## src/verilog/accel_offset_fifo_defines.svh

```systemverilog
// register indices, field positions, reset values and sizes for the
// accelerometer offset and queue register group; byte address = 4 * index
`ifndef ACCEL_OFFSET_FIFO_DEFINES_SVH
`define ACCEL_OFFSET_FIFO_DEFINES_SVH

// register indices
`define IDX_QUEUE_STATUS   6'h0e
`define IDX_SOFT_RESET     6'h14
`define IDX_NV_CONTROL     6'h33
`define IDX_COMP_CONTROL   6'h36
`define IDX_OFFSET_X       6'h38
`define IDX_OFFSET_Y       6'h39
`define IDX_OFFSET_Z       6'h3a
`define IDX_NV_IMAGE_A     6'h3b
`define IDX_NV_IMAGE_B     6'h3c
`define IDX_QUEUE_CONFIG   6'h3e
`define IDX_QUEUE_READOUT  6'h3f

// soft reset command byte
`define SOFT_RESET_CODE    8'hb6

// nv control fields
`define NV_LOAD_BIT        3
`define NV_READY_BIT       2
`define NV_PROG_TRIG_BIT   1
`define NV_PROG_MODE_BIT   0

// compensation control fields
`define COMP_RESET_BIT     7
`define COMP_TRIG_HI       6
`define COMP_TRIG_LO       5
`define COMP_READY_BIT     4

// queue configuration fields
`define CFG_MODE_HI        7
`define CFG_MODE_LO        6
`define CFG_SEL_HI         1
`define CFG_SEL_LO         0

// reset values
`define OFFSET_RESET       8'h00
`define NV_IMAGE_RESET     8'h00
`define CONFIG_RESET       8'h00

// queue geometry
`define QUEUE_DEPTH        6'd32
`define LAST_BYTE_ALL      3'd5
`define LAST_BYTE_ONE      3'd1

// byte lanes of the non-volatile image bus
`define NV_X_LSB           0
`define NV_Y_LSB           8
`define NV_Z_LSB           16
`define NV_A_LSB           24
`define NV_B_LSB           32

`endif

```

## src/verilog/accel_offset_fifo_pkg.sv

```systemverilog
// types shared by the accelerometer offset and queue register group
package accel_offset_fifo_pkg;

  typedef enum logic [1:0] {
    MODE_BYPASS = 2'b00,
    MODE_FIFO   = 2'b01,
    MODE_STREAM = 2'b10,
    MODE_RSVD   = 2'b11
  } queue_mode_e;

  typedef enum logic [1:0] {
    SEL_XYZ = 2'b00,
    SEL_X   = 2'b01,
    SEL_Y   = 2'b10,
    SEL_Z   = 2'b11
  } axis_sel_e;

  // data scale: 2 g, 4 g, 8 g, 16 g full range of 12-bit samples
  typedef enum logic [1:0] {
    RANGE_2G  = 2'b00,
    RANGE_4G  = 2'b01,
    RANGE_8G  = 2'b10,
    RANGE_16G = 2'b11
  } g_range_e;

  typedef logic [11:0] sample_t;

endpackage

```

## src/verilog/accel_offset_fifo_regs.sv

```systemverilog
// offset, spare image and queue registers of the accelerometer
// assumes an avalon-mm master, a sampler giving one-cycle sample strobes,
// an external compensation engine and an external non-volatile store
//
// Chosen here: the Avalon-MM interface to the registers.
`timescale 1ns/1ps
`include "accel_offset_fifo_defines.svh"

module accel_offset_fifo_regs (
  // clock and reset
  input  wire logic        CLK,
  input  wire logic        RESETN,
  // avalon-mm slave
  input  wire logic [7:0]  AVS_ADDRESS,
  input  wire logic        AVS_READ,
  input  wire logic        AVS_WRITE,
  input  wire logic [31:0] AVS_WRITEDATA,
  input  wire logic [3:0]  AVS_BYTEENABLE,
  output logic      [31:0] AVS_READDATA,
  output logic             AVS_WAITREQUEST,
  // serial front end
  input  wire logic        HOST_BURST_END,
  output logic      [5:0]  NEXT_BURST_INDEX,
  // acceleration samples
  input  wire logic        SAMPLE_VALID,
  input  wire logic [1:0]  G_RANGE,
  input  wire logic [11:0] DATA_FILT_X,
  input  wire logic [11:0] DATA_FILT_Y,
  input  wire logic [11:0] DATA_FILT_Z,
  input  wire logic [11:0] DATA_RAW_X,
  input  wire logic [11:0] DATA_RAW_Y,
  input  wire logic [11:0] DATA_RAW_Z,
  // compensated data and queue full flag
  output logic      [11:0] COMP_FILT_X,
  output logic      [11:0] COMP_FILT_Y,
  output logic      [11:0] COMP_FILT_Z,
  output logic      [11:0] COMP_RAW_X,
  output logic      [11:0] COMP_RAW_Y,
  output logic      [11:0] COMP_RAW_Z,
  output logic             FIFO_FULL,
  // fast compensation engine
  output logic             CAL_START,
  output logic      [1:0]  CAL_AXIS,
  input  wire logic        CAL_DONE,
  input  wire logic [7:0]  CAL_RESULT,
  // non-volatile store
  input  wire logic        NVM_BUSY,
  input  wire logic [3:0]  NVM_REMAIN,
  input  wire logic [39:0] NVM_IMAGE,
  output logic             NVM_PROG,
  output logic      [39:0] NVM_PROG_DATA
);

  // offset scaled to the sample lsb, then clipped to 12 bits
  function automatic logic [11:0] sat_add(input logic [11:0] d,
                                          input logic [7:0]  o,
                                          input logic [1:0]  rng);
    logic [13:0] so;
    logic [13:0] sum;
    so = {{6{o[7]}}, o};
    case (rng)
      accel_offset_fifo_pkg::RANGE_2G: so = so <<< 3;
      accel_offset_fifo_pkg::RANGE_4G: so = so <<< 2;
      accel_offset_fifo_pkg::RANGE_8G: so = so <<< 1;
      default:                         so = so;
    endcase
    sum = {{2{d[11]}}, d} + so;
    if (!sum[13] && sum[12:11] != 2'b00)
      sat_add = 12'h7ff;
    else if (sum[13] && sum[12:11] != 2'b11)
      sat_add = 12'h800;
    else
      sat_add = sum[11:0];
  endfunction

  // register index match
  function automatic logic hit(input logic [5:0] a, input logic [5:0] r);
    hit = (a == r);
  endfunction

  // burst address step, parked at the readout index
  function automatic logic [5:0] burst_next(input logic [5:0] a);
    if (a == `IDX_QUEUE_READOUT)
      burst_next = a;
    else
      burst_next = a + 6'h01;
  endfunction

  logic        rst_meta;
  logic        rst_n;
  logic        init;
  logic [5:0]  idx;
  logic        access;
  logic        wr_acc;
  logic        rd_acc;
  logic [7:0]  wbyte;
  logic [7:0]  rbyte;
  logic [7:0]  off_x;
  logic [7:0]  off_y;
  logic [7:0]  off_z;
  logic [7:0]  spare_byte_a;
  logic [7:0]  spare_byte_b;
  logic        cal_rdy;
  logic        prog_mode;
  logic        cal_trig;
  logic        nv_reload;
  logic        nv_prog_ok;
  logic [1:0]  q_mode;
  logic [1:0]  q_sel;
  logic [35:0] mem [0:31];
  logic [4:0]  wr_ptr;
  logic [4:0]  rd_ptr;
  logic [5:0]  count;
  logic [2:0]  byte_idx;
  logic        overrun;
  logic        cfg_write;
  logic        q_full;
  logic        pop_byte;
  logic        last_byte;
  logic        discard;
  logic        pop_frame;
  logic        push_ok;
  logic        drop;
  logic        do_pop;
  logic [35:0] push_frame;
  logic [35:0] head;
  logic [1:0]  axis;
  logic [11:0] head_word;
  logic [7:0]  queue_byte;

  // reset release through two flops
  always_ff @(posedge CLK or negedge RESETN) begin
    if (!RESETN) begin
      rst_meta <= 1'b0;
      rst_n    <= 1'b0;
    end else begin
      rst_meta <= 1'b1;
      rst_n    <= rst_meta;
    end
  end

  // bus decode; one wait state, request taken on the first edge
  assign idx    = AVS_ADDRESS[7:2];
  assign access = (AVS_READ | AVS_WRITE) & AVS_WAITREQUEST;
  assign wr_acc = access & AVS_WRITE & AVS_BYTEENABLE[0];
  assign rd_acc = access & AVS_READ;
  assign wbyte  = AVS_WRITEDATA[7:0];

  // wait state generator
  always_ff @(posedge CLK or negedge rst_n) begin
    if (!rst_n)
      AVS_WAITREQUEST <= 1'b1;
    else
      AVS_WAITREQUEST <= ~access;
  end

  // init pulse after reset release and after a soft reset command
  always_ff @(posedge CLK or negedge rst_n) begin
    if (!rst_n)
      init <= 1'b1;
    else
      init <= wr_acc && hit(idx, `IDX_SOFT_RESET) &&
              wbyte == `SOFT_RESET_CODE;
  end

  // store requests; lock state sampled before this write takes hold
  assign nv_reload  = wr_acc && hit(idx, `IDX_NV_CONTROL) &&
                      wbyte[`NV_LOAD_BIT] && !NVM_BUSY;
  assign nv_prog_ok = wr_acc && hit(idx, `IDX_NV_CONTROL) &&
                      wbyte[`NV_PROG_TRIG_BIT] && prog_mode &&
                      NVM_REMAIN != 4'h0 && !NVM_BUSY;

  // axis offsets; compensation result is applied after bus writes so it wins over them, but init and store reload win over it
  always_ff @(posedge CLK or negedge rst_n) begin
    if (!rst_n) begin
      off_x <= `OFFSET_RESET;
      off_y <= `OFFSET_RESET;
      off_z <= `OFFSET_RESET;
    end else if (init || nv_reload) begin
      off_x <= NVM_IMAGE[`NV_X_LSB +: 8];
      off_y <= NVM_IMAGE[`NV_Y_LSB +: 8];
      off_z <= NVM_IMAGE[`NV_Z_LSB +: 8];
    end else begin
      if (wr_acc && hit(idx, `IDX_COMP_CONTROL) &&
          wbyte[`COMP_RESET_BIT]) begin
        off_x <= `OFFSET_RESET;
        off_y <= `OFFSET_RESET;
        off_z <= `OFFSET_RESET;
      end else if (wr_acc && hit(idx, `IDX_OFFSET_X)) begin
        off_x <= wbyte;
      end else if (wr_acc && hit(idx, `IDX_OFFSET_Y)) begin
        off_y <= wbyte;
      end else if (wr_acc && hit(idx, `IDX_OFFSET_Z)) begin
        off_z <= wbyte;
      end
      if (CAL_DONE) begin
        case (CAL_AXIS)
          2'b01:   off_x <= CAL_RESULT;
          2'b10:   off_y <= CAL_RESULT;
          2'b11:   off_z <= CAL_RESULT;
          default: ;
        endcase
      end
    end
  end

  // spare bytes with store backing
  always_ff @(posedge CLK or negedge rst_n) begin
    if (!rst_n) begin
      spare_byte_a <= `NV_IMAGE_RESET;
      spare_byte_b <= `NV_IMAGE_RESET;
    end else if (init || nv_reload) begin
      spare_byte_a <= NVM_IMAGE[`NV_A_LSB +: 8];
      spare_byte_b <= NVM_IMAGE[`NV_B_LSB +: 8];
    end else if (wr_acc && hit(idx, `IDX_NV_IMAGE_A)) begin
      spare_byte_a <= wbyte;
    end else if (wr_acc && hit(idx, `IDX_NV_IMAGE_B)) begin
      spare_byte_b <= wbyte;
    end
  end

  // store programming request and image snapshot
  always_ff @(posedge CLK or negedge rst_n) begin
    if (!rst_n) begin
      prog_mode     <= 1'b0;
      NVM_PROG      <= 1'b0;
      NVM_PROG_DATA <= 40'h0;
    end else begin
      NVM_PROG <= nv_prog_ok;
      if (nv_prog_ok)
        NVM_PROG_DATA <= {spare_byte_b, spare_byte_a, off_z, off_y, off_x};
      if (init)
        prog_mode <= 1'b0;
      else if (wr_acc && hit(idx, `IDX_NV_CONTROL))
        prog_mode <= wbyte[`NV_PROG_MODE_BIT];
    end
  end

  // trigger ignored while a compensation is still running
  assign cal_trig = wr_acc && hit(idx, `IDX_COMP_CONTROL) &&
                    wbyte[`COMP_TRIG_HI:`COMP_TRIG_LO] != 2'b00 &&
                    cal_rdy;

  // fast compensation handshake
  always_ff @(posedge CLK or negedge rst_n) begin
    if (!rst_n) begin
      cal_rdy   <= 1'b1;
      CAL_START <= 1'b0;
      CAL_AXIS  <= 2'b00;
    end else begin
      CAL_START <= cal_trig;
      if (cal_trig) begin
        CAL_AXIS <= wbyte[`COMP_TRIG_HI:`COMP_TRIG_LO];
        cal_rdy  <= 1'b0;
      end else if (CAL_DONE || init) begin
        cal_rdy <= 1'b1;
      end
    end
  end

  // queue configuration
  assign cfg_write = wr_acc && hit(idx, `IDX_QUEUE_CONFIG);
  always_ff @(posedge CLK or negedge rst_n) begin
    if (!rst_n) begin
      q_mode <= 2'(`CONFIG_RESET >> `CFG_MODE_LO);
      q_sel  <= 2'b00;
    end else if (init) begin
      q_mode <= 2'b00;
      q_sel  <= 2'b00;
    end else if (cfg_write) begin
      q_mode <= wbyte[`CFG_MODE_HI:`CFG_MODE_LO];
      q_sel  <= wbyte[`CFG_SEL_HI:`CFG_SEL_LO];
    end
  end

  // compensated data, filtered and raw
  always_ff @(posedge CLK or negedge rst_n) begin
    if (!rst_n) begin
      COMP_FILT_X <= 12'h000;
      COMP_FILT_Y <= 12'h000;
      COMP_FILT_Z <= 12'h000;
      COMP_RAW_X  <= 12'h000;
      COMP_RAW_Y  <= 12'h000;
      COMP_RAW_Z  <= 12'h000;
    end else begin
      COMP_FILT_X <= sat_add(DATA_FILT_X, off_x, G_RANGE);
      COMP_FILT_Y <= sat_add(DATA_FILT_Y, off_y, G_RANGE);
      COMP_FILT_Z <= sat_add(DATA_FILT_Z, off_z, G_RANGE);
      COMP_RAW_X  <= sat_add(DATA_RAW_X, off_x, G_RANGE);
      COMP_RAW_Y  <= sat_add(DATA_RAW_Y, off_y, G_RANGE);
      COMP_RAW_Z  <= sat_add(DATA_RAW_Z, off_z, G_RANGE);
    end
  end

  // queue control terms
  assign push_frame = {sat_add(DATA_FILT_Z, off_z, G_RANGE),
                       sat_add(DATA_FILT_Y, off_y, G_RANGE),
                       sat_add(DATA_FILT_X, off_x, G_RANGE)};
  assign q_full    = (count == `QUEUE_DEPTH);
  assign last_byte = (q_sel == accel_offset_fifo_pkg::SEL_XYZ) ?
                     (byte_idx == `LAST_BYTE_ALL) :
                     (byte_idx == `LAST_BYTE_ONE);
  assign pop_byte  = rd_acc && hit(idx, `IDX_QUEUE_READOUT) &&
                     count != 6'd0;
  // leaving mid-frame, by another access or end of burst, drops it
  assign discard   = (HOST_BURST_END ||
                      (access && !hit(idx, `IDX_QUEUE_READOUT))) &&
                     byte_idx != 3'd0 && count != 6'd0;
  assign pop_frame = (pop_byte && last_byte) || (discard && !pop_byte);
  assign push_ok   = SAMPLE_VALID &&
                     ((q_mode == accel_offset_fifo_pkg::MODE_STREAM) ||
                      (q_mode == accel_offset_fifo_pkg::MODE_FIFO &&
                       (!q_full || pop_frame)));
  assign drop      = SAMPLE_VALID && q_full && !pop_frame &&
                     q_mode == accel_offset_fifo_pkg::MODE_STREAM;
  assign do_pop    = pop_frame || drop;

  // frame storage; a single write port, no reset needed
  always_ff @(posedge CLK) begin
    if (SAMPLE_VALID && q_mode != accel_offset_fifo_pkg::MODE_RSVD &&
        (push_ok || q_mode == accel_offset_fifo_pkg::MODE_BYPASS))
      mem[wr_ptr] <= push_frame;
  end

  // pointers, fill count, byte position and overrun
  always_ff @(posedge CLK or negedge rst_n) begin
    if (!rst_n) begin
      wr_ptr   <= 5'h00;
      rd_ptr   <= 5'h00;
      count    <= 6'd0;
      byte_idx <= 3'd0;
      overrun  <= 1'b0;
    end else if (init || cfg_write) begin
      wr_ptr   <= 5'h00;
      rd_ptr   <= 5'h00;
      count    <= 6'd0;
      byte_idx <= 3'd0;
      overrun  <= 1'b0;
    end else if (q_mode == accel_offset_fifo_pkg::MODE_BYPASS &&
                 SAMPLE_VALID) begin
      rd_ptr   <= wr_ptr;
      wr_ptr   <= wr_ptr + 5'h01;
      count    <= 6'd1;
      byte_idx <= 3'd0;
    end else begin
      if (do_pop)
        rd_ptr <= rd_ptr + 5'h01;
      if (push_ok)
        wr_ptr <= wr_ptr + 5'h01;
      case ({push_ok, do_pop})
        2'b10:   count <= count + 6'd1;
        2'b01:   count <= count - 6'd1;
        default: count <= count;
      endcase
      if (do_pop)
        byte_idx <= 3'd0;
      else if (pop_byte)
        byte_idx <= byte_idx + 3'd1;
      if (drop || (SAMPLE_VALID && !push_ok &&
                   q_mode == accel_offset_fifo_pkg::MODE_FIFO))
        overrun <= 1'b1;
    end
  end

  // byte picked from the oldest frame
  assign head = mem[rd_ptr];
  assign axis = (q_sel == accel_offset_fifo_pkg::SEL_XYZ) ?
                byte_idx[2:1] : q_sel - 2'b01;
  always_comb begin
    case (axis)
      2'b00:   head_word = head[11:0];
      2'b01:   head_word = head[23:12];
      default: head_word = head[35:24];
    endcase
    if (count == 6'd0)
      queue_byte = 8'h00;
    else if (byte_idx[0])
      queue_byte = head_word[11:4];
    else
      queue_byte = {head_word[3:0], 3'b000, 1'b1};
  end

  // read multiplexer; unmapped indices read zero
  always_comb begin
    if (hit(idx, `IDX_QUEUE_STATUS))
      rbyte = {overrun, 1'b0, count};
    else if (hit(idx, `IDX_NV_CONTROL))
      rbyte = {NVM_REMAIN, 1'b0, ~NVM_BUSY, 1'b0, prog_mode};
    else if (hit(idx, `IDX_COMP_CONTROL))
      rbyte = {3'b000, cal_rdy, 4'h0};
    else if (hit(idx, `IDX_OFFSET_X))
      rbyte = off_x;
    else if (hit(idx, `IDX_OFFSET_Y))
      rbyte = off_y;
    else if (hit(idx, `IDX_OFFSET_Z))
      rbyte = off_z;
    else if (hit(idx, `IDX_NV_IMAGE_A))
      rbyte = spare_byte_a;
    else if (hit(idx, `IDX_NV_IMAGE_B))
      rbyte = spare_byte_b;
    else if (hit(idx, `IDX_QUEUE_CONFIG))
      rbyte = {q_mode, 4'h0, q_sel};
    else if (hit(idx, `IDX_QUEUE_READOUT))
      rbyte = queue_byte;
    else
      rbyte = 8'h00;
  end

  // read data, burst pointer and full flag
  always_ff @(posedge CLK or negedge rst_n) begin
    if (!rst_n) begin
      AVS_READDATA     <= 32'h0;
      NEXT_BURST_INDEX <= 6'h00;
      FIFO_FULL        <= 1'b0;
    end else begin
      if (rd_acc) begin
        AVS_READDATA     <= {24'h0, rbyte};
        NEXT_BURST_INDEX <= burst_next(idx);
      end
      FIFO_FULL <= q_full && !(init || cfg_write);
    end
  end

endmodule // accel_offset_fifo_regs

```

## config.mk

```make
export PLATFORM = sky130hd
export DESIGN_NAME = accel_offset_fifo_regs
export DESIGN_NICKNAME = d
export VERILOG_FILES = /design/src/verilog/accel_offset_fifo_pkg.sv /design/src/verilog/accel_offset_fifo_regs.sv
export VERILOG_INCLUDE_DIRS = /design/src /design/src/verilog
export SDC_FILE = /design/constraint.sdc
export NUM_CORES = 2
export LEC_CHECK = 0
export ABC_AREA = 1
export ABC_CLOCK_PERIOD_IN_PS = 7800
export BUFFER_PORTS_ARGS = -buffer_cell sky130_fd_sc_hd__buf_2
export CAP_MARGIN = 30
export CORE_UTILIZATION = 55
export CTS_CLUSTER_DIAMETER = 50
export CTS_CLUSTER_SIZE = 20
export DETAILED_ROUTE_END_ITERATION = 7
export HOLD_SLACK_MARGIN = 0.06
export PLACE_DENSITY = 0.73
export SLEW_MARGIN = 40
export SYNTH_ARGS = -nofsm -noshare
export SYNTH_HDL_FRONTEND = slang
export SYNTH_SLANG_ARGS = --single-unit
```

## constraint.sdc

```tcl
create_clock -name CLK -period 7.8 [get_ports CLK]
set_input_delay 1.56 -clock CLK [delete_from_list [all_inputs] [get_ports CLK]]
set_output_delay 1.56 -clock CLK [all_outputs]
set_load 0.02 [all_outputs]
```

Word-level counts from Yosys, hierarchy flattened

Memory sizes are Yosys's and may differ from the RTL's.
Index checks and enable logic that the tools add are counted.

Bits in writable memories: 1,152
Memories kept: 1
Logic and storage cells: 265
ROM bits: 0
Output and inout port bits: 156
Flip-flop bits (word level): 201
Latch bits: 0

Memories:

| memory | depth | bits a word | rd ports | clocked after memory_dff | wr ports | line                          | RTL |
|---|---|---|---|---|---|---|---|
| mem    | 32    | 36          | 1        | 0                        | 1        | accel_offset_fifo_regs.sv:110 | `logic [35:0] mem [0:31];` |

Reduce and logical (&&, ||, !) cells: 99
$mul: 0
Shift operators: 0
Add/subtract/negate cells: 13
Multiplexer cells: 80
Equality and inequality tests: 34
Bitwise gates (word level): 7
Order comparisons: 0
Divide/modulo/power cells: 0

Operators with widths:

| operator            | count |
|---|---|
| $mux 8              | 35 |
| $mux 12             | 12 |
| $pmux 10 s3         | 3 |
| $add 12x11->13      | 6 |
| $eq 6x6->1 const B  | 10 |
| $logic_and 1x1->1   | 49 |
| $mux 5              | 6 |
| $reduce_bool 2->1   | 13 |
| $pmux 12 s2         | 1 |
| $mux 6              | 3 |
| $ne 2x2->1 const B  | 9 |
| $logic_not 1->1     | 13 |
| $add 6x1->6 const B | 2 |
| $mux 3              | 4 |
| $pmux 6 s2          | 1 |
| $reduce_bool 4->1   | 3 |
| $add 5x1->5 const B | 2 |
| $eq 2x1->1 const B  | 5 |
| $eq 2x2->1 const B  | 5 |
| $logic_or 1x1->1    | 10 |
| $mux 1              | 10 |
| $mux 2              | 5 |
| $reduce_bool 3->1   | 3 |
| $eq 8x8->1 const B  | 1 |
| 14 further kinds    | 22 |

Depth between registers and ports, before layout

Word-level depth: 19
Gate-level depth with buffers: 25

Worst setup path after synthesis

OpenSTA, ideal clock, no wires.

Path type: in2reg
Start: input G_RANGE[1]
End: memory mem[0][2], data pin
Stages on the path: 19
Arrival time: 5.097 ns
Path slack: 2.306 ns
Cell sequence: clkbuf_1 -> inv_1 -> nor2_1 -> clkinv_1 -> clkbuf_1 -> o22ai_1 -> a21oi_1 -> o21ai_0 -> ha_1 -> a21oi_1 -> nand2_1 -> a21oi_1 -> o21ai_0 -> a2111oi_0 -> a21oi_1 -> inv_1 -> or2_1 -> buf_2 -> nand2_1

Longest elaborated chain between the ends: 7
Elaborated cells on any way between the ends: 12
Those cells by class: add/sub (1); eq/ne (3); mux (3); reduce/logical (5)

RTL lines:

| what                                     | line                          | RTL |
|---|---|---|
| from (decl)                              | accel_offset_fifo_regs.sv:26  | `input wire logic [1:0] G_RANGE,` |
| $eq 2x2->1, or another cell as far along | accel_offset_fifo_regs.sv:61  | `case (rng)` |
| $pmux 10 s3 (*)                          | accel_offset_fifo_regs.sv:61  |  |
| $add 12x11->13 (*)                       | accel_offset_fifo_regs.sv:67  | `sum = {{2{d[11]}}, d} + so;` |
| $ne 2x2->1                               | accel_offset_fifo_regs.sv:70  | `else if (sum[13] && sum[12:11] != 2'b11)` |
| $logic_and 1x1->1                        | accel_offset_fifo_regs.sv:70  |  |
| $mux 12                                  | accel_offset_fifo_regs.sv:70  |  |
| $mux 12 (*)                              | accel_offset_fifo_regs.sv:68  | `if (!sum[13] && sum[12:11] != 2'b00)` |
| via push_frame[2]                        | accel_offset_fifo_regs.sv:125 | `logic [35:0] push_frame;` |
| to (decl)                                | accel_offset_fifo_regs.sv:110 |  |

Mark *: on every way through the listed nets, which the timed path passes. The rest lies on a longest branch.

Final worst setup path

Start: input G_RANGE[1]
End: memory mem[15][6], data pin

Same word-level chain as after synthesis.

==> qor.yml <==
yosys:
  synth-seq-cells: 1353
  synth_fa_ha_area_frac: 0.0213
  synth_edf_count: 1152
  ys_seq_area_frac: 0.675
  synth_area_per_cell_um2: 11.2
  yosys-mux-area-fraction: 0
  yosys_most_used_dff: "edfxtp_1"
  yosys_warnings: 0
  synthSimpleGateAreaFrac: 0.156
  synth_top_family_by_area: "simple AND/OR/NAND/NOR gates"
  synth-compound-area-share: 0.0939
  synth_cells: 5236
  synth_area_um2: 58700
  synth_xor_area_frac: 0.0103
  synth_cell_type_count: 57
  async_flop_share: 0.149
setup_path:
  crit_path_end_kind: "register"
  critical_path.most_common_cell: "a21oi_1"
  worstReg2RegStart: "off_x[7]"
  r2r_cells: 13
  crit_fanout: 35
  critPathLaunchType: "input port"
  required_ns: 8.07
  regToRegEndpoint: "mem[15][6]"
  cp_slowest_cell: "or2_1"
  max_stage_delay_ns: 0.78
  crit_arrival_ns: 6.36
  r2r_slack_ns: 2.61
  crit_chain: "buf_2, inv_1, nor2_1, clkinv_1, o22ai_1, a21oi_1, o21ai_0, ha_1, a21oi_1, o21ai_0, a21oi_1, o21ai_0, a2111oi_0, a21oi_1, inv_1, buf_4, or2_1, nand2_2"
  critPathKind: "input port to register"
placement:
  place_area_um2: 61800
  dp_hpwl_um: 107000
  portBuffers: 280
  gp_congestion: 0.962
sta:
  setup-violations-final: 0
  max_freq_mhz: 164
  fin_tns_setup_ns: 0
  fin_crit_ns: 6.09
  final_max_slew_viol_count: 0
  holdWs_ns: 0.321
  rsz0062_at_grt: "false"
  finClkSkew_ns: 0.0274
  tightest_slew_ns: 0.936
  hold_viol: 0
  min_period_over_period: 0.780
  relSlewSlack: 0.376
finish:
  drive_gt1_frac: 0.125
  area_delta_synth_final_pct: 12.1
  fin_area_um2: 65900
  ff_latch_area_um2: 39600
  multi_input_area_um2: 17000
  finalCoreUtilization: 0.624
  finalNetCount: 5713
  nFillCells: 7880
route:
  dr.pass1.iters: 8
  wirelength_um: 179000
  wl_per_cell_um: 25.8
  vias_per_cell: 6.15
  num_vias: 42600
  final_antenna_net_count: 0
  drt-initial-drc-count: 5838
  drc_errors: 12
global_routing:
  grt_pass1_wl_um: 260000
  met1_usage: 0.419
  grt_overflow: 0
  antenna_found_initial: 16
  use_met2: 0.522
  grt_start_max_net_pins: 204
  grt_util_met3: 0.0767
  grt_pass1_vias: 40300
  grt_busiest_layer: "met2"
  grt_usage: 0.327
clocking:
  post-cts-setup-buffers: 0
  clock-root-buffer: "clkbuf_16"
  numCtsBuffers: 111
  clk-insertion-delay-late_ns: 0.72
  cts_sinks: 1353
  cts_tree: "done"
  clkSlewWorstSetupHoldPaths_ns: 0.07
  post_cts_resize_count: 0
  htree_levels: 3
  cts.hold.buffers_added: 0
  clockBufferDepth: 3
run_status:
  status: "complete, but fails checks"
  violations: "design-rule violations"
job:
  maxCapViolations: 0
floorplan:
  io_pins: 334
  die_area_um2: 108000
  die_w_um: 329
  rows: 119
  core_area_um2: 106000
  die_y_um: 329
  start_util: 0.556
hold_path:
  hold_class: "register to async pin"
power:
  p_per_area_nw_per_um2: 382
  peakVddDrop_mv: 0.552
  total_leakage_power_uw: 0.0246
registers in the layout, summed over array words and instances (netlist names), 12 cells and up:
| name | flops |
|---|---|
| COMP_RAW_X | 12 |
| COMP_FILT_Y | 12 |
| COMP_FILT_Z | 12 |
| COMP_FILT_X | 12 |
| COMP_RAW_Z | 12 |
| NVM_PROG_DATA | 40 |
| mem | 1152 |
| COMP_RAW_Y | 12 |
metal layers:
layer,up-vias,share of wire
met3,526,0.12
met5,-,0.00076
li1,18900,-
met1,20500,0.35
met2,2728,0.47
met4,20,0.058
placed cells by master (no fill, tap or decap), drive strengths merged:
cell / Yosys / layout
a21oi: 188 / 188
and2: 5 / 5
o2111ai: 1 / 1
o211ai: 112 / 112
xnor2: 18 / 18
nand3: 569 / 569
nand2: 931 / 931
a221o: 7 / 7
clkbuf: 70 / 119
a31oi: 15 / 15
a21boi: 5 / 5
nor3: 14 / 14
dfstp: 3 / 3
ha: 89 / 89
a22oi: 6 / 6
o21a: 2 / 2
nand4: 5 / 5
o21ai: 531 / 531
o21bai: 5 / 5
o22ai: 34 / 34
o22a: 1 / 1
clkinv: 8 / 35
fa: 7 / 7
edfxtp: 1152 / 1152
o221ai: 48 / 48
dfrtp: 198 / 198
diode: 0 / 7
nor4: 5 / 5
xor2: 51 / 51
or2: 6 / 6
buf: 244 / 381
a221oi: 4 / 4
conb: 2 / 25
o31ai: 1 / 1
nor2: 669 / 669
a2111oi: 1 / 1
inv: 224 / 269
bufinv: 0 / 8
clkinvlp: 0 / 10
a211oi: 5 / 5
per-stage QoR:
step                power [uW]  instances  worst slack [ns]
finish                   25200       6933              1.71
global route             26200       6926              1.52
global placement         18800       6687              1.08
detailed placement       19100       6715             0.993
floorplan                16000       5259              1.79
CTS                      25000       6924              1.71
cells by family (layout without fill, tap and decap cells):
group,Yosys count,count (layout)
simple gates,2204,2204
flops,1353,1353
compound gates,966,966
buf+inv,546,822
fa+ha+maj,96,96
xor+xnor,69,69
other cells,2,32
worst max-delay path: cells and delay by family:
family                     cells  cell delay (ns)
AOI/OAI and AO/OA              9             1.74
and+or+nand+nor                3             1.51
buffers and inverters          5             1.12
adders and majority gates      1             0.37
how the worst max path moves through the flow:
stage                     cells after the start              end  startpoint
final                                        18       mem[15][6]  G_RANGE[1]
after global routing                         18       mem[15][6]  G_RANGE[1]
after CTS                                    18       mem[21][3]  G_RANGE[1]
after detailed placement                     18       mem[12][3]  G_RANGE[1]
after global placement                       18       mem[19][6]  G_RANGE[1]
after floorplan                               0  AVS_READDATA[0]       rst_n
Yosys cell counts (3+ instances only):
cell      number  area (um2)
nand3_1      568        2840
buf_4         71         533
dfrtp_1      198        4950
nand2_1      923        3460
nand2_4        3        33.8
xor2_1        51         447
buf_1         18        67.6
o21bai_1       5        37.5
nand4_1        5        31.3
nor2_2         4        25.0
nor3_2         3        30.0
nor3_1        11        55.1
and2_1         5        31.3
clkinv_1       8        30.0
a22oi_1        6        45.0
edfxtp_1    1152       34600
a211oi_1       5        37.5
o21ai_1       16        80.1
a31oi_1       14        87.6
inv_1        217         815
a221oi_1       4        35.0
nand2_2        5        31.3
a21boi_1       5        37.5
clkbuf_1      70         263
nor4_1         4        25.0
inv_2          6        22.5
or2_1          5        31.3
a221o_1        7        70.1
o211ai_1     112         841
buf_2        147         736
dfstp_2        3        78.8
nor2_1       662        2480
o21ai_0      512        2560
o221ai_1      48         420
buf_6          8        90.1
a21oi_1      185         926
o22ai_1       34         213
ha_1          89        1110
o21ai_2        3        26.3
fa_1           7         140
xnor2_1       18         158
power by group:
part           switching [uW]  leakage [uW]  total, uW  internal, uW
sequential                378        0.0127      10100          9770
clock                    2910       0.00190       5980          3070
combinational            6850        0.0100       9060          2210
layout make-up:
| cell class | count | share of cell area |
|---|---|---|
| clock buffers | 119 | 0.0433 |
| flip-flops and latches | 1353 | 0.602 |
| well taps | 1391 | 0.0264 |
| diodes | 7 | 0.000266 |
| repair buffers | 381 | 0.0400 |
| multi-input cells | 3360 | 0.258 |
| inverters | 232 | 0.0138 |
| clock inverters | 90 | 0.0165 |
No activity file was read; power rests on OpenSTA's default activity.
